<file path="src/design/desb_pkg.sv">
package desb_pkg;
	localparam logic [7:0] ADDR_STATUS = 8'h28;
	localparam logic [7:0] ADDR_NAC = 8'h30;
	localparam logic [7:0] ADDR_MASK = 8'h38;
	localparam int B_TX_DONE = 0;
	localparam int B_TX_STOP = 1;
	localparam int B_TX_DU = 2;
	localparam int B_TX_JAB = 3;
	localparam int B_TX_UF = 5;
	localparam int B_RX_DONE = 6;
	localparam int B_RX_DU = 7;
	localparam int B_ABN = 15;
	localparam int B_NRM = 16;
	localparam int B_SQE_DIS = 19;
	localparam int B_SF = 21;
	localparam int B_IC = 31;
	localparam int B_DESC_UF = 1;
	localparam int B_DESC_JAB = 14;
	localparam logic [7:0] EVENT_MASK = 8'hef;
	localparam logic [7:0] NORMAL_SET = 8'h45;
	localparam logic [7:0] ABNORMAL_SET = 8'haa;
	localparam logic [31:0] NAC_RESET = 32'h0;
	localparam logic [31:0] NAC_WMASK = 32'h00280000;
	localparam logic [7:0] MASK_RESET = 8'h00;
	typedef enum logic [1:0] {
		DESB_RUN = 2'b00,
		DESB_SUSP = 2'b01,
		DESB_STOP = 2'b10
	} desb_proc_e;
	typedef struct packed {
		logic tx_done;
		logic tx_underflow;
		logic tx_jabber;
		logic tx_desc_unavail;
		logic tx_start;
		logic tx_own_returned;
		logic tx_poll;
		logic auto_poll;
		logic rx_done;
		logic rx_desc_unavail;
		logic rx_poll;
		logic rx_frame_seen;
	} desb_evt_s;
endpackage

</file>
<file path="src/design/desb_flags.sv">
`timescale 1ns/1ps
module desb_flags
	import desb_pkg::*;
#(
	parameter int W = 8
) (
	input wire logic sys_clk_in, // clock
	input wire logic rst_in, // sync reset
	input wire logic [W-1:0] set_in, // event pulses
	input wire logic [W-1:0] clr_in, // write-one clear
	output logic [W-1:0] flag_out // latched flags
);
	logic [W-1:0] q;
	logic [W-1:0] d;
	genvar i;
	generate
		for (i = 0; i < W; i++) begin : g_bit
			always_comb begin
				d[i] = set_in[i] | (q[i] & ~clr_in[i]);
			end
		end
	endgenerate
	always_ff @(posedge sys_clk_in) begin
		if (rst_in) begin
			q <= '0;
		end else begin
			q <= d;
		end
	end
	assign flag_out = q;
endmodule

</file>
<file path="src/design/desb_top.sv">
// The Avalon-MM slave port was chosen for this implementation.
`timescale 1ns/1ps
module desb_top
	import desb_pkg::*;
(
	input wire logic sys_clk_in, // 250 MHz clock
	input wire logic rst_in, // sync reset, high
	input wire logic [7:0] avs_address_in, // byte address
	input wire logic avs_read_in, // read strobe
	input wire logic avs_write_in, // write strobe
	input wire logic [31:0] avs_writedata_in, // write data
	input wire logic [3:0] avs_byteenable_in, // byte lanes
	output logic [31:0] avs_readdata_out, // read data
	output logic avs_waitrequest_out, // stall
	input desb_evt_s evt_in, // engine events
	input wire logic tx_ic_in, // completion-irq bit of frame
	input wire logic [7:0] ext_abn_in, // other abnormal flags
	output logic [31:0] tx_desc_status_word_out, // status writeback
	output logic tx_desc_wb_out, // writeback strobe
	output logic [1:0] tx_state_out, // transmit process state
	output logic [1:0] rx_state_out, // receive process state
	output logic store_forward_enable_out, // store and forward
	output logic sqe_test_disable_out, // signal quality test off
	output logic irq_out // level interrupt
);
	logic [31:0] nac_q, nac_d;
	logic [7:0] mask_q, mask_d;
	logic [7:0] flags;
	logic [7:0] set_v, clr_v;
	logic [31:0] rd_q, rd_d;
	logic ack_q, ack_d;
	logic [31:0] dw_q, dw_d;
	logic wb_q, wb_d;
	desb_proc_e tx_q, tx_d, rx_q, rx_d;
	logic [31:0] be_mask;
	logic req;
	logic take;
	logic own_q, own_d;
	logic normal_sum, abnormal_sum;

	// one wait cycle per access, answer registered
	assign req = (avs_read_in | avs_write_in) & ~ack_q;
	assign avs_waitrequest_out = (avs_read_in | avs_write_in) & ~ack_q;
	// writes land on the edge that ends the wait, where the master samples
	// waitrequest low; read data is launched one edge earlier so it stands
	assign take = (avs_read_in | avs_write_in) & ack_q;
	assign be_mask = {{8{avs_byteenable_in[3]}}, {8{avs_byteenable_in[2]}},
		{8{avs_byteenable_in[1]}}, {8{avs_byteenable_in[0]}}};

	// transmit process state
	always_comb begin
		tx_d = tx_q;
		own_d = (tx_q == DESB_SUSP) && own_q;
		case (tx_q)
			DESB_STOP: begin
				if (evt_in.tx_start) tx_d = DESB_RUN;
			end
			DESB_RUN: begin
				if (evt_in.tx_jabber) tx_d = DESB_STOP;
				else if (evt_in.tx_underflow | evt_in.tx_desc_unavail)
					tx_d = DESB_SUSP;
			end
			DESB_SUSP: begin
				// ownership, plus poll when auto polling is off
				// ownership handed back before the poll is remembered
				if ((evt_in.tx_own_returned | own_q) &
					(evt_in.auto_poll | evt_in.tx_poll)) begin
					tx_d = DESB_RUN;
					own_d = 1'b0;
				end else if (evt_in.tx_own_returned) begin
					own_d = 1'b1;
				end
			end
			default: tx_d = DESB_STOP;
		endcase
	end

	// receive process state; started by reset release
	always_comb begin
		rx_d = rx_q;
		case (rx_q)
			DESB_RUN: begin
				if (evt_in.rx_desc_unavail) rx_d = DESB_SUSP;
			end
			DESB_SUSP: begin
				// poll or next recognised frame resumes
				if (evt_in.rx_poll | evt_in.rx_frame_seen) rx_d = DESB_RUN;
			end
			default: rx_d = DESB_RUN;
		endcase
	end

	// descriptor status writeback
	always_comb begin
		dw_d = 32'h0;
		wb_d = 1'b0;
		if (tx_q == DESB_RUN && evt_in.tx_underflow) begin
			dw_d[B_DESC_UF] = 1'b1;
			wb_d = 1'b1;
		end
		if (tx_q == DESB_RUN && evt_in.tx_jabber) begin
			dw_d[B_DESC_JAB] = 1'b1;
			wb_d = 1'b1;
		end
	end

	always_comb begin
		set_v = 8'h0;
		// completion gated by the frame's irq bit
		set_v[B_TX_DONE] = evt_in.tx_done & tx_ic_in;
		set_v[B_TX_STOP] = (tx_q == DESB_STOP);
		set_v[B_TX_DU] = evt_in.tx_desc_unavail;
		set_v[B_TX_JAB] = evt_in.tx_jabber;
		set_v[B_TX_UF] = evt_in.tx_underflow;
		set_v[B_RX_DONE] = evt_in.rx_done;
		set_v[B_RX_DU] = evt_in.rx_desc_unavail;
		set_v = set_v & EVENT_MASK;
	end

	// write-one-to-clear on the status low byte
	assign clr_v = (take && avs_write_in && avs_address_in == ADDR_STATUS &&
		avs_byteenable_in[0]) ? (avs_writedata_in[7:0] & EVENT_MASK) : 8'h0;

	desb_flags #(.W(8)) u_flags (
		.sys_clk_in(sys_clk_in),
		.rst_in(rst_in),
		.set_in(set_v),
		.clr_in(clr_v),
		.flag_out(flags)
	);

	assign normal_sum = |(flags & NORMAL_SET);
	// abnormal summary, includes flags kept outside this block
	assign abnormal_sum = (|(flags & ABNORMAL_SET)) | (|ext_abn_in);

	// register writes and reads
	always_comb begin
		nac_d = nac_q;
		mask_d = mask_q;
		ack_d = req;
		rd_d = rd_q;
		if (take && avs_write_in) begin
			// only bits 21 and 19 exist; software writes them when stopped
			if (avs_address_in == ADDR_NAC) begin
				nac_d = (nac_q & ~(be_mask & NAC_WMASK)) |
					(avs_writedata_in & be_mask & NAC_WMASK);
			end else if (avs_address_in == ADDR_MASK) begin
				if (avs_byteenable_in[0])
					mask_d = avs_writedata_in[7:0] & EVENT_MASK;
			end
		end
		if (req && avs_read_in) begin
			if (avs_address_in == ADDR_STATUS) begin
				rd_d = {15'h0, normal_sum, abnormal_sum, 7'h0, flags};
			end else if (avs_address_in == ADDR_NAC) begin
				rd_d = nac_q;
			end else if (avs_address_in == ADDR_MASK) begin
				rd_d = {24'h0, mask_q};
			end else begin
				rd_d = 32'h0;
			end
		end
	end

	always_ff @(posedge sys_clk_in) begin
		if (rst_in) begin
			nac_q <= NAC_RESET;
			mask_q <= MASK_RESET;
			ack_q <= 1'b0;
			rd_q <= 32'h0;
			dw_q <= 32'h0;
			wb_q <= 1'b0;
			tx_q <= DESB_STOP;
			rx_q <= DESB_RUN;
			own_q <= 1'b0;
		end else begin
			nac_q <= nac_d;
			mask_q <= mask_d;
			ack_q <= ack_d;
			rd_q <= rd_d;
			dw_q <= dw_d;
			wb_q <= wb_d;
			tx_q <= tx_d;
			rx_q <= rx_d;
			own_q <= own_d;
		end
	end

	assign avs_readdata_out = rd_q;
	assign tx_desc_status_word_out = dw_q;
	assign tx_desc_wb_out = wb_q;
	assign tx_state_out = tx_q;
	assign rx_state_out = rx_q;
	// store and forward overrides threshold downstream
	assign store_forward_enable_out = nac_q[B_SF];
	assign sqe_test_disable_out = nac_q[B_SQE_DIS];
	assign irq_out = |(flags & mask_q);

	chk_underflow_suspend: assert property (@(posedge sys_clk_in)
		disable iff (rst_in) (tx_q == DESB_RUN && evt_in.tx_underflow &&
		!evt_in.tx_jabber) |=> (tx_q == DESB_SUSP && flags[B_TX_UF] &&
		tx_desc_wb_out && tx_desc_status_word_out[B_DESC_UF]))
		else $error("underflow not handled");
	chk_jabber_stop: assert property (@(posedge sys_clk_in)
		disable iff (rst_in) (tx_q == DESB_RUN && evt_in.tx_jabber) |=>
		(tx_q == DESB_STOP && flags[B_TX_JAB] &&
		tx_desc_status_word_out[B_DESC_JAB]))
		else $error("jabber not handled");
	chk_tx_du_suspend: assert property (@(posedge sys_clk_in)
		disable iff (rst_in) (tx_q == DESB_RUN && evt_in.tx_desc_unavail &&
		!evt_in.tx_jabber) |=> (tx_q == DESB_SUSP && flags[B_TX_DU]))
		else $error("tx not suspended");
	// no poll and no auto polling keeps transmit suspended
	chk_tx_hold: assert property (@(posedge sys_clk_in)
		disable iff (rst_in) (tx_q == DESB_SUSP && !evt_in.tx_poll &&
		!evt_in.auto_poll) |=> tx_q == DESB_SUSP)
		else $error("tx left suspend without poll");
	// remembered ownership plus a poll resumes transmit
	chk_tx_resume: assert property (@(posedge sys_clk_in)
		disable iff (rst_in) (tx_q == DESB_SUSP && own_q &&
		evt_in.tx_poll) |=> tx_q == DESB_RUN)
		else $error("tx not resumed");
	chk_stop_flag: assert property (@(posedge sys_clk_in)
		disable iff (rst_in) (tx_q == DESB_STOP) |=> flags[B_TX_STOP])
		else $error("stop flag missing");
	chk_done_gate: assert property (@(posedge sys_clk_in)
		disable iff (rst_in) (!flags[B_TX_DONE] && !(evt_in.tx_done &&
		tx_ic_in)) |=> !flags[B_TX_DONE])
		else $error("tx done set without irq bit");
	// completion with the irq bit sets the flag
	chk_done_set: assert property (@(posedge sys_clk_in)
		disable iff (rst_in) (evt_in.tx_done && tx_ic_in) |=>
		flags[B_TX_DONE])
		else $error("tx done not set");
	chk_flag_sticky: assert property (@(posedge sys_clk_in)
		disable iff (rst_in) (flags[B_RX_DONE] && clr_v[B_RX_DONE] == 1'b0)
		|=> flags[B_RX_DONE])
		else $error("flag dropped without clear");
	chk_rx_suspend: assert property (@(posedge sys_clk_in)
		disable iff (rst_in) (rx_q == DESB_RUN && evt_in.rx_desc_unavail)
		|=> (rx_q == DESB_SUSP && flags[B_RX_DU]))
		else $error("rx not suspended");
	chk_rx_resume: assert property (@(posedge sys_clk_in)
		disable iff (rst_in) (rx_q == DESB_SUSP && evt_in.rx_frame_seen)
		|=> rx_q == DESB_RUN)
		else $error("rx not resumed");
	chk_rx_done: assert property (@(posedge sys_clk_in)
		disable iff (rst_in) evt_in.rx_done |=> flags[B_RX_DONE])
		else $error("rx done missing");
	chk_normal_sum: assert property (@(posedge sys_clk_in)
		disable iff (rst_in) (flags[B_TX_DU] || flags[B_RX_DONE]) |->
		normal_sum)
		else $error("normal summary missing");
	chk_abn_sum: assert property (@(posedge sys_clk_in)
		disable iff (rst_in) abnormal_sum == (flags[B_TX_STOP] ||
		flags[B_TX_JAB] || flags[B_TX_UF] || flags[B_RX_DU] ||
		(|ext_abn_in)))
		else $error("abnormal summary wrong");
	// store forward bit reaches output after write
	chk_sf_write: assert property (@(posedge sys_clk_in)
		disable iff (rst_in) (take && avs_write_in &&
		avs_address_in == ADDR_NAC && avs_byteenable_in[2]) |=>
		store_forward_enable_out == $past(avs_writedata_in[B_SF]))
		else $error("store forward write lost");
	// test-disable bit reaches output after write
	chk_sqe_write: assert property (@(posedge sys_clk_in)
		disable iff (rst_in) (take && avs_write_in &&
		avs_address_in == ADDR_NAC && avs_byteenable_in[2]) |=>
		sqe_test_disable_out == $past(avs_writedata_in[B_SQE_DIS]))
		else $error("signal quality disable write lost");
	cov_underflow: cover property (@(posedge sys_clk_in)
		tx_q == DESB_RUN && evt_in.tx_underflow);
	cov_tx_resume: cover property (@(posedge sys_clk_in)
		tx_q == DESB_SUSP ##1 tx_q == DESB_RUN);
	cov_rx_resume: cover property (@(posedge sys_clk_in)
		rx_q == DESB_SUSP ##1 rx_q == DESB_RUN);
	cov_jabber: cover property (@(posedge sys_clk_in)
		tx_q == DESB_RUN && evt_in.tx_jabber);
	cov_irq: cover property (@(posedge sys_clk_in) irq_out);
endmodule

</file>
<file path="config.mk">
export PLATFORM = sky130hd
export DESIGN_NAME = desb_top
export DESIGN_NICKNAME = d
export VERILOG_FILES = /design/src/design/desb_pkg.sv /design/src/design/desb_flags.sv /design/src/design/desb_top.sv
export SDC_FILE = /design/constraint.sdc
export NUM_CORES = 1
export LEC_CHECK = 0
export BUFFER_PORTS_ARGS = -buffer_cell sky130_fd_sc_hd__buf_2
export CORE_MARGIN = 4
export CORE_UTILIZATION = 44
export DETAILED_ROUTE_END_ITERATION = 16
export GPL_TIMING_DRIVEN = 0
export PLACE_DENSITY = 0.84
export SLEW_MARGIN = 10
export SYNTH_ARGS = -nofsm -noshare
export SYNTH_HDL_FRONTEND = slang
export SYNTH_SLANG_ARGS = --single-unit
</file>
<file path="constraint.sdc">
create_clock -name sys_clk_in -period 3.5 [get_ports sys_clk_in]
set_input_delay 0.175 -clock sys_clk_in [delete_from_list [all_inputs] [get_ports sys_clk_in]]
set_output_delay 0.175 -clock sys_clk_in [all_outputs]
set_load 0.01 [all_outputs]
</file>
# Word level (Yosys, flattened, before mapping)
# Index checks and enable logic that the tools add are counted.
dict set report totals {
  ff_bits 118
  output_inout_bits 73
  elab_cells 97
}
dict set report classes {
  n_eq_ne 11
  mux 18
  n_bitwise 40
  n_reduce_logical 17
}
# operator n
set op_table {}
lappend op_table {{$mux 32} 2}
lappend op_table {{$and 32x32->32} 1}
lappend op_table {{$not 22->32} 1}
lappend op_table {{$or 32x22->32} 1}
lappend op_table {{$eq 8x6->1 const B} 3}
lappend op_table {{$and 22x22->22} 1}
lappend op_table {{$mux 8} 2}
lappend op_table {{$reduce_or 8->1} 2}
lappend op_table {{$or 1x1->1} 13}
lappend op_table {{$and 1x1->1} 12}
lappend op_table {{$mux 2} 6}
lappend op_table {{$not 1->1} 10}
lappend op_table {{$and 8x8->8} 1}
lappend op_table {{$logic_and 1x1->1} 7}
lappend op_table {{$mux 1} 6}
lappend op_table {{$ne 2x2->1 const B} 3}
lappend op_table {{$pmux 2 s3} 1}
lappend op_table {{$eq 2x1->1 const B} 2}
lappend op_table {{$logic_not 2->1} 2}
lappend op_table {{$pmux 2 s2} 1}
lappend op_table {{$reduce_and 2->1} 2}
lappend op_table {{$reduce_and 4->1} 1}
lappend op_table {{$reduce_or 4->1} 1}
lappend op_table {{$ne 3x3->1 const B} 1}
lappend op_table {{other kinds (4)} 4}

# Depth between registers and ports, before layout
# Gate-level depths: netlist of the first run.
dict set report depth {
  depth_word 9
  depth_mapped 5
  mapped_depth_nobuf 3
}

# By module
# Synthesis of the first run repeated with hierarchy kept, for this count alone.
dict set report hier_totals {
  hier_cells 234
  hier_area_um2 2095.8
}
# mod n_inst cells_per_inst area_per_inst_um2 seq_area_each_um2
set modules_own_cells {}
lappend modules_own_cells {desb_top 1 201 1714.1 580.6}
lappend modules_own_cells {desb_flags 1 33 381.6 160.2}

# Worst setup path before layout of the first run
# No wires, ideal clock.
dict set report synth_path {
  path_kind {input port to flip-flop}
  startpoint {input port avs_address_in[2]}
  endpoint {register rd_q[15] (netlist: avs_readdata_out[15])}
  setup_time_ps 61
  t_arrival_ps 1335
  t_required_ps 3439
  path_slack_ps 2104
  cell_stages 4
  n_path_buf 1
  cell_sequence {or4b_4 > buf_6 > nor3b_4 > a32o_2}
}
dict set report synth_via {
  elab_chain_cells 3
  elab_cells_between_ends 4
  classes_between {eq/ne: 2; mux: 2}
}
# item line
set synth_lines {}
lappend synth_lines {{from (decl)} desb_top.sv:8} ;# input wire logic [7:0] avs_address_in,
lappend synth_lines {{$eq 8x6->1} desb_top.sv:155} ;# end else if (avs_address_in == ADDR_NAC) begin
lappend synth_lines {{$mux 32} desb_top.sv:155}
lappend synth_lines {{$mux 32 *} desb_top.sv:153} ;# if (avs_address_in == ADDR_STATUS) begin
lappend synth_lines {{to (signal assigned)} desb_top.sv:180} ;# rd_q <= rd_d;
lappend synth_lines {{to (decl)} desb_top.sv:30} ;# logic [31:0] rd_q, rd_d;
# Mark *: on every way between the ends. The rest lies on a longest branch, timed or not.
# A chain may end at the register's enable or synchronous reset.

# Worst setup path after layout of the first run
dict set report layout_path {
  startpoint {register ack_q}
  endpoint {register mask_q[1]}
}
dict set report layout_via {
  elab_chain_cells 3
}
# item line
set layout_lines {}
lappend layout_lines {{from (decl)} desb_top.sv:31} ;# logic ack_q, ack_d;
lappend layout_lines {{from (signal assigned)} desb_top.sv:179} ;# ack_q <= ack_d;
lappend layout_lines {{$and 1x1->1} desb_top.sv:46} ;# assign take = (avs_read_in | avs_write_in) & ack_q;
lappend layout_lines {{$logic_and 1x1->1} desb_top.sv:142} ;# if (take && avs_write_in) begin
lappend layout_lines {{$reduce_and 4->1 (no source line)} -}
lappend layout_lines {{to (signal assigned)} desb_top.sv:178} ;# mask_q <= mask_d;
lappend layout_lines {{to (decl)} desb_top.sv:27} ;# logic [7:0] mask_q, mask_d;
# Every way passes these cells.

==> summary.txt, run 1 <==
Run status
  • Status: completed

Synth
  • Synth warn: 0
  • Count of mapped cells out of synthesis: 231
  • Synthesized area per cell: 8.62 um2
  • Mapped cell area: 1990 um2
  • Yosys cell types: 41
  • Asr flop ratio synth: 0%
  • Ys flop type: dfxtp_1
  • Sequential area share after synthesis: 35.2%
  • Post-synth EDFFs: 0
  • Flops & latches, synth: 35

Worst hold path
  • Hold depth: 3
  • Hold_sp: avs_writedata_in[19]
  • Worst min-delay path class: input port to flop

Die
  • Row count: 24
  • Die Wd: 75.3 um
  • Initial core utilization: 45.7%
  • Die Height: 75.3 um
  • Core area: 4350 um2
  • Ports: 142
  • Die area: 5670 um2

Timing
  • Slew Limit Fails: 0
  • Fin. Hold Viols: 0
  • Min Tclk post-route: 1.67 ns
  • Fmax: 597 MHz
  • Fin worst setup slack: 1.83 ns
  • Setup Skew: 0.00604 ns
  • Rel. slew slack: 35.3%
  • Slew @ Worst Pin: 0.969 ns
  • Final period util: 47.9%
  • Setup violators final: 0
  • Setup tns final: 0 ns
  • Unrepaired setup endpoints after global routing: no

Critical path
  • CP startpoint: ack_q
  • Cell mode on critical path: clkbuf_1
  • Crit path DAT: 1.88 ns
  • FF-to-FF Start: ack_q
  • Worst setup SP type: flop
  • CP peak stage delay: 0.36 ns
  • Worst Reg-to-Reg Cells: 5
  • Worst path depth: 5
  • CP delay by family, top: buffers and inverters
  • CP max stage cell: clkbuf_1
  • Crit Path Category: flop to flop
  • Critical-path cell list: clkbuf_1 -> and3_1 -> clkbuf_1 -> nand4_1 -> a21oi_1
  • Max FO, Critical Path: 10
  • Setup crit end kind: flop
  • Critical path required time: 3.71 ns
  • Worst R2R Setup Slack: 1.83 ns
  • Worst Path Buf+Inv: 2

Clocking
  • Maximum root-to-sink buffer count: 2
  • Cts bufs inserted: 5
  • Worst-path clk slew: 0.06 ns
  • # Post-CTS Setup Buffers: 0
  • Clock latency on the worst-skew pair: 0.28 ns
  • CTS Hold Bufs: 0
  • Root Buffer: clkbuf_8
  • Clock sinks: 35
  • Resized cells post-CTS: 0
  • CTS tree: yes
  • # H-tree levels: 2

Placed design
  • Gpl congestion: 0.908
  • DPL Wire Length: 4140 um
  • Placed insts: 397
  • Port buffer count: 63
  • DP Worst Slack: 1.71 ns

Power
  • VDD IR max: 141 uV
  • Leakage: 1.31 nW
  • P per Cell Area: 320 nW/um2

Layout
  • Fillcell total: 395
  • Final Util: 60.5%
  • # diodes: 0
  • Most frequent cells in the layout: 64 x buf_2, 52 x buf_4, 52 x conb_1
  • Synth-to-layout area growth: 32.3%
  • Leading cell type in the layout, fill and taps excluded: buf_2
  • Non-filler instance count after layout: 403
  • Layout cells sized above 1: 37.0%
  • Nets: 421

GRT
  • Total gr overflow: 0
  • Pin count of the biggest net entering global routing: 11
  • Initial antenna violation count: 0
  • Met3 Track Usage GR: 5.87%
  • Global Route Usage Sum: 17.8%
  • Global-route wire length before repair: 7650 um
  • Number of global-route vias before repair: 1713
  • Met1 usage: 22.4%
  • Met2 Track Usage GR: 28.1%
  • GRT busiest layer: met2

Route
  • DR DRC count: 0
  • Final wirelength: 5100 um
  • 1st-iter DRT viols: 113
  • Antenna-violating nets left: 0
  • Vias: 1923
  • First-pass DRT Iterations: 5
  • Routed WL per cell: 12.7 um
  • Via density: 4.77

Run
  • Max-cap viol count: 0
-- path summary, 6_finish.rpt --
check	end
max	mask_q[1]
min	flop
max reg2reg	mask_q[1]
min reg2reg	avs_readdata_out[21]
-- cell usage after synthesis (all sizes together) (4+ instances only) --
library cell | count | area share (%)
a311oi | 6 | 2.6
nor2b | 7 | 2.2
dfxtp | 35 | 35
clkbuf | 8 | 1.5
buf | 55 | 21
nor2 | 11 | 2.1
nor3b | 4 | 2.3
nand3 | 13 | 3.3
nand4 | 21 | 6.6
nand2 | 9 | 1.7
nor4 | 4 | 1.3
o31ai | 7 | 2.6
a21oi | 14 | 3.5
-- logic make-up (layout without fill, tap and decap cells) --
family	Yosys count	after routing	share of synthesized area [%]
flops	35	35	35.2
mux	5	5	2.64
buf+inv	65	134	22.5
other cells	1	52	0.188
compound gates	38	38	12.9
simple gates	87	87	26.6
-- worst reg2reg max path, cell delays in order, from the launching register on --
cell and delay [ns]:
dfxtp_1 0.31, clkbuf_1 0.26, and3_1 0.31, clkbuf_1 0.36, nand4_1 0.16, a21oi_1 0.19
-- registers in the layout, summed over array words and instances, names as in the netlist, named ones only --
name	count
u_flags.flag_out	7
tx_state_out	2
mask_q	7
rx_state_out	1
ack_q	1
own_q	1
avs_readdata_out	11
tx_desc_status_word_out	2
tx_desc_wb_out	1
-- per-stage QoR --
step	instance area [um2]	hold WS (ns)	power [mW]
6_report	2640	0.136	0.843
5_1_grt	2640	0.143	0.892
4_1_cts	2640	0.128	0.848
3_5_place_dp	2560	0.431	0.588
3_3_place_gp	2560	0.425	0.585
2_1_floorplan	2180	0.311	0.538
-- cell type report --
| cell class | count | area (um2) | share of cell area, % |
|---|---|---|---|
| Buffer | 63 | 440 | 16.7 |
| Clock buffer | 6 | 72.6 | 2.75 |
| Inverter | 2 | 7.51 | 0.285 |
| Multi-Input combinational cell | 182 | 1030 | 39.3 |
| Sequential cell | 35 | 701 | 26.6 |
| Tap cell | 52 | 65.1 | 2.47 |
| Timing Repair Buffer | 63 | 315 | 12.0 |
-- report_power, final --
group	leakage, nW	total (mW)	internal, mW	switching (mW)
registers	0.285	0.420	0.409	0.0108
clock network	0.0371	0.261	0.132	0.128
logic	0.987	0.163	0.0785	0.0843
total	1.31	0.843	0.620	0.223
-- layer usage --
| metal | vias up | part of all wire, % |
|---|---|---|
| met5 | - | 0 |
| met4 | 0 | 1.2 |
| met3 | 6 | 12 |
| met2 | 96 | 47 |
| met1 | 836 | 41 |
| li1 | 985 | - |
Power figures use the tool's default switching activity.
==> run 2, diff against run 1 <==
- CORE_UTILIZATION: 44 -> 37
- PLACE_DENSITY: 0.84 -> 0.76
- clock period: 3.5 -> 1.48 ns (I/O delays scaled with it)
==> summary.txt, run 2 (synthesis results as in run 1) <==
Clocking
  • CTS tree: yes
  • # H-tree levels: 2
  • CTS Hold Bufs: 0
  • Cts bufs inserted: 5
  • Worst-path clk slew: 0.07 ns
  • Maximum root-to-sink buffer count: 2
  • Root Buffer: clkbuf_8
  • Clock latency on the worst-skew pair: 0.30 ns
  • Clock sinks: 35
  • # Post-CTS Setup Buffers: 0

Timing
  • Slew Limit Fails: 0
  • Min Tclk post-route: 1.35 ns
  • Slew @ Worst Pin: 0.809 ns
  • Setup Skew: 0.00616 ns
  • Fin. Hold Viols: 0
  • Final period util: 91.3%
  • Unrepaired setup endpoints after global routing: no
  • Rel. slew slack: 45.6%
  • Fmax: 740 MHz
  • Setup tns final: 0 ns
  • Setup violators final: 0

Layout
  • Non-filler instance count after layout: 422
  • Final Util: 52.2%
  • Finished Cell Area: 2700 um2
  • Max FFs per register: 11
  • Fillcell total: 518
  • Nets: 420
  • # diodes: 0
  • Layout cells sized above 1: 38.9%
  • Leading cell type in the layout, fill and taps excluded: buf_2
  • Synth-to-layout area growth: 35.4%
  • Most frequent cells in the layout: 64 x buf_2, 52 x buf_4, 52 x conb_1

Placed design
  • Placed insts: 415
  • DPL Wire Length: 4300 um
  • Placed Area: 2590 um2
  • Port buffer count: 63
  • Gpl congestion: 0.839

Worst hold path
  • Worst min-delay path class: input port to flop
  • Hold depth: 3

GRT
  • Number of global-route vias before repair: 1710
  • Total gr overflow: 0
  • Global-route wire length before repair: 7950 um
  • Initial antenna violation count: 0
  • Pin count of the biggest net entering global routing: 14
  • Global Route Usage Sum: 15.9%

Critical path
  • Worst Reg-to-Reg Cells: 4
  • CP max stage cell: dfxtp_1
  • Worst Path Buf+Inv: 1
  • CP delay by family, top: flip-flops
  • Crit Path Category: flop to primary output
  • Critical path required time: 1.41 ns
  • Setup crit end kind: primary output
  • Critical-path cell list: a222oi_1 -> nand3_1 -> buf_2
  • Crit path DAT: 1.28 ns
  • CP peak stage delay: 0.35 ns
  • Worst setup SP type: flop
  • Max FO, Critical Path: 4
  • Worst path depth: 3

Power
  • Switching Fraction: 29.0%
  • Combinational fraction of design power: 18.4%
  • Pint: 1.49 mW
  • Sw Pwr: 0.609 mW
  • P per Cell Area: 778 nW/um2
  • Leakage: 1.32 nW
  • Seq pwr share: 47.4%
  • VDD IR max: 301 uV
  • Clock Power Share: 34.1%

Route
  • DR DRC count: 0
  • 1st-iter DRT viols: 125
  • Final wirelength: 5240 um
  • Via density: 4.53
  • Antenna-violating nets left: 0
  • Vias: 1910
  • Routed WL per cell: 12.4 um
  • First-pass DRT Iterations: 4

Die
  • Die Height: 81.4 um
  • Ports: 142
  • Initial core utilization: 38.5%
  • Die Wd: 81.4 um
  • Row count: 26
  • Die area: 6620 um2
  • Core area: 5170 um2

Run status
  • Status: completed

Run
  • Max-cap viol count: 0
## run 2: timing repair
item / in CTS / in global routing
hold endpoints to repair: 0 / 0
endpoints found under the setup margin: 15 / 10
resized for setup: 2 / 3
## run 2: routing by layer
metal / vias up / share of wire (%) / global-route usage, %
met5: - / 0 / 0
met4: 0 / 1.8 / 6.76
met3: 12 / 9.3 / 3.99
met2: 102 / 47 / 26.5
met1: 820 / 42 / 19.3
li1: 976 / - / -
## run 2: metrics by stage
stage	total power, mW	hold WS (ns)	worst slack [ns]
finish	2.10	0.0181	0.129
global placement	1.39	0.326	-0.128
global route	2.20	0.0296	0.0392
detailed placement	1.39	0.330	-0.193
CTS	2.10	0.0127	0.0630
floorplan	1.27	0.210	0.149
## run 2: worst register-to-register path: cells and delay by family (launching register included)
family	cells	cell delay, ns
buffers and inverters	1	0.25
DFF	1	0.42
AOI/OAI and AO/OA	1	0.17
and+or+nand+nor	2	0.40
## run 2: final cells by class
cell class | instances | area (um2) | area share (%)
multi-input cells | 182 | 1050 | 39.1
well taps | 70 | 87.6 | 3.25
flip-flops and latches | 35 | 702 | 26.0
clock inverters | 3 | 23.8 | 0.881
inverters | 2 | 7.51 | 0.278
repair buffers | 63 | 315 | 11.7
plain buffers | 62 | 438 | 16.2
clock buffers | 5 | 68.8 | 2.55
## run 2: final timing paths
path	slack, ns	end	from
max	0.13	irq_out	u_flags.flag_out[0]
min	0.02	flop	avs_writedata_in[21]
max reg2reg	0.17	mask_q[0]	ack_q
min reg2reg	0.45	avs_readdata_out[19]	avs_readdata_out[19]
## run 2: power groups by stage
stage                     combinational [mW]  clock [mW]  sequential (mW)
after CTS                              0.376       0.730            0.994
after detailed placement               0.379           0             1.01
after global routing                   0.430       0.768             1.00
final                                  0.387       0.716            0.996
after floorplan                        0.265           0             1.01
after global placement                 0.374           0             1.01
==> run 3, diff against run 2 <==
- CORE_UTILIZATION: 37 -> 38
- SYNTH_HIERARCHICAL: not set -> 1
==> summary.txt, run 3 <==
Run status
  • Status: completed

Power
  • Overall power: 2.36 mW
  • Leakage: 1.36 nW
  • P per Cell Area: 836 nW/um2
  • VDD IR max: 452 uV

Placed design
  • Port buffer count: 65
  • DP Worst Slack: -0.165 ns
  • DPL Wire Length: 4290 um
  • Placed Area: 2700 um2
  • Gpl congestion: 0.826

Layout
  • Leading cell type in the layout, fill and taps excluded: buf_2
  • Most frequent cells in the layout: 67 x buf_2, 53 x conb_1, 51 x buf_4
  • Nets: 426
  • # diodes: 0
  • Layout cells sized above 1: 40.8%
  • Synth-to-layout area growth: 34.7%
  • Max FFs per register: 12
  • Finished Cell Area: 2820 um2

GRT
  • Initial antenna violation count: 0
  • Global-route wire length before repair: 8130 um
  • Pin count of the biggest net entering global routing: 13
  • Global Route Usage Sum: 15.5%
  • Total gr overflow: 0
  • Number of global-route vias before repair: 1830

Critical path
  • Critical-path cell list: a222oi_1 -> nand3_1 -> buf_2
  • CP max stage cell: dfxtp_1
  • CP delay by family, top: flip-flops
  • Crit path DAT: 1.33 ns
  • CP peak stage delay: 0.38 ns
  • Max FO, Critical Path: 4
  • Crit Path Category: flop to primary output
  • Worst setup SP type: flop
  • Critical path required time: 1.41 ns
  • Worst Path Buf+Inv: 1
  • Worst R2R Setup Slack: 0.12 ns
  • Setup crit end kind: primary output

Synth
  • Most common cell in the netlist: buf_4
  • Asr flop ratio synth: 0%
  • Ys flop type: dfxtp_1
  • Mapped cell area: 2100 um2
  • Yosys cell types: 39
  • Dominant cells by area after synthesis: dfxtp_1 35%, buf_4 18%, nand2b_4 5.3%, nand4_1 3.9%, a21oi_1 3.3%
  • Post-synth top cells: 51 x buf_4, 37 x dfxtp_1, 14 x a21oi_1
  • Post-synth EDFFs: 0
  • Flops & latches, synth: 37
  • Post-synth top area share: 35.3%
  • Sequential area share after synthesis: 35.3%
  • Synthesized area per cell: 8.96 um2
  • Synth area leader: dfxtp_1
  • Synth warn: 6
  • Count of mapped cells out of synthesis: 234

Timing
  • Unrepaired setup endpoints after global routing: no
  • Slew @ Worst Pin: 0.644 ns
  • Fmax: 710 MHz
  • Min Tclk post-route: 1.41 ns
  • Hold WS: 0.0200 ns
  • Fin. Hold Viols: 0
  • Fin worst setup slack: 0.0712 ns
  • Setup Skew: 0.00480 ns
  • Slew Limit Fails: 0
  • Rel. slew slack: 56.7%
  • Final period util: 95.2%
  • Setup violators final: 0

Route
  • First-pass DRT Iterations: 4
  • Routed WL per cell: 12.4 um
  • Final wirelength: 5290 um
  • 1st-iter DRT viols: 115
  • Via density: 4.51
  • DR DRC count: 0
  • Antenna-violating nets left: 0
  • Vias: 1932

Clocking
  • # H-tree levels: 2
  • Cts bufs inserted: 5
  • Worst-path clk slew: 0.08 ns
  • CTS tree: yes
  • # Post-CTS Setup Buffers: 0
  • Clock latency on the worst-skew pair: 0.29 ns
  • Root Buffer: clkbuf_8
  • Clock sinks: 37
  • Maximum root-to-sink buffer count: 2

Die
  • Die area: 6770 um2
  • Die Wd: 82.3 um
  • Die Height: 82.3 um
  • Ports: 142
  • Row count: 26
  • Core area: 5240 um2
  • Initial core utilization: 40.0%

Run
  • Max-cap viol count: 0

Worst hold path
  • Worst min-delay path class: input port to flop
-- run 3: cell families after synthesis --
| family | Yosys count | synth area share (%) |
|---|---|---|
| multiplexers | 1 | 0.478 |
| buffers and inverters | 70 | 22.1 |
| flip-flops | 37 | 35.3 |
| AO/OA/AOI/OAI | 52 | 18.1 |
| AND/OR/NAND/NOR | 73 | 23.7 |
| other | 1 | 0.179 |
-- run 3: final cells by class --
type	instances	area [um2]
clock buffer	6	82.6
clock inverter	2	37.5
inverter	8	30.0
tap	70	87.6
timing repair buffer	65	325
fill	499	2410
buffer	61	430
multi-input combinational	179	1090
sequential	37	742
-- run 3: through the flow --
stage	utilization [%]	instances	TNS (ns)
final	53.9	428	0
after CTS	53.9	428	0
after floorplan	-	286	0
after global placement	51.6	421	-2.89
after global routing	53.9	428	0
after detailed placement	51.6	421	-2.82
-- run 3: path summary, 6_finish.rpt --
check / to / depth (start not counted) / from
hold / removal: u_flags/flag_out[6] / 3 / evt_in[3]
setup reg to reg: u_flags/flag_out[3] / 5 / ack_q
hold reg to reg: avs_readdata_out[16] / 2 / avs_readdata_out[16]
setup / recovery: irq_out / 3 / u_flags/flag_out[3]
-- run 3: layer usage --
| metal | track usage [%] | vias up | wire length, um |
|---|---|---|---|
| met5 | 0 | - | 0 |
| met4 | 4.82 | 0 | 63 |
| met3 | 4.56 | 10 | 499 |
| met2 | 26.0 | 89 | 2480 |
| met1 | 19.0 | 852 | 2250 |
| li1 | - | 981 | - |
-- run 3: report_power, final --
group	leakage (nW)	internal, mW	switching [mW]
logic	1.00	0.193	0.196
clock network	0.0574	0.548	0.364
registers	0.302	1.02	0.0371
total	1.36	1.76	0.596
-- run 3: worst register-to-register path, delay by kind of cell (launching register included) --
family / cells / cell delay [ns]
AOI/OAI and AO/OA: 1 / 0.05
DFF: 1 / 0.39
and+or+nand+nor: 4 / 0.83
-- run 3: timing repair --
action                                  CTS  global route
endpoints found under the setup margin    7             4
gates resized for setup                   2             1
pin swaps                                 0             1
hold buffers                              0             0
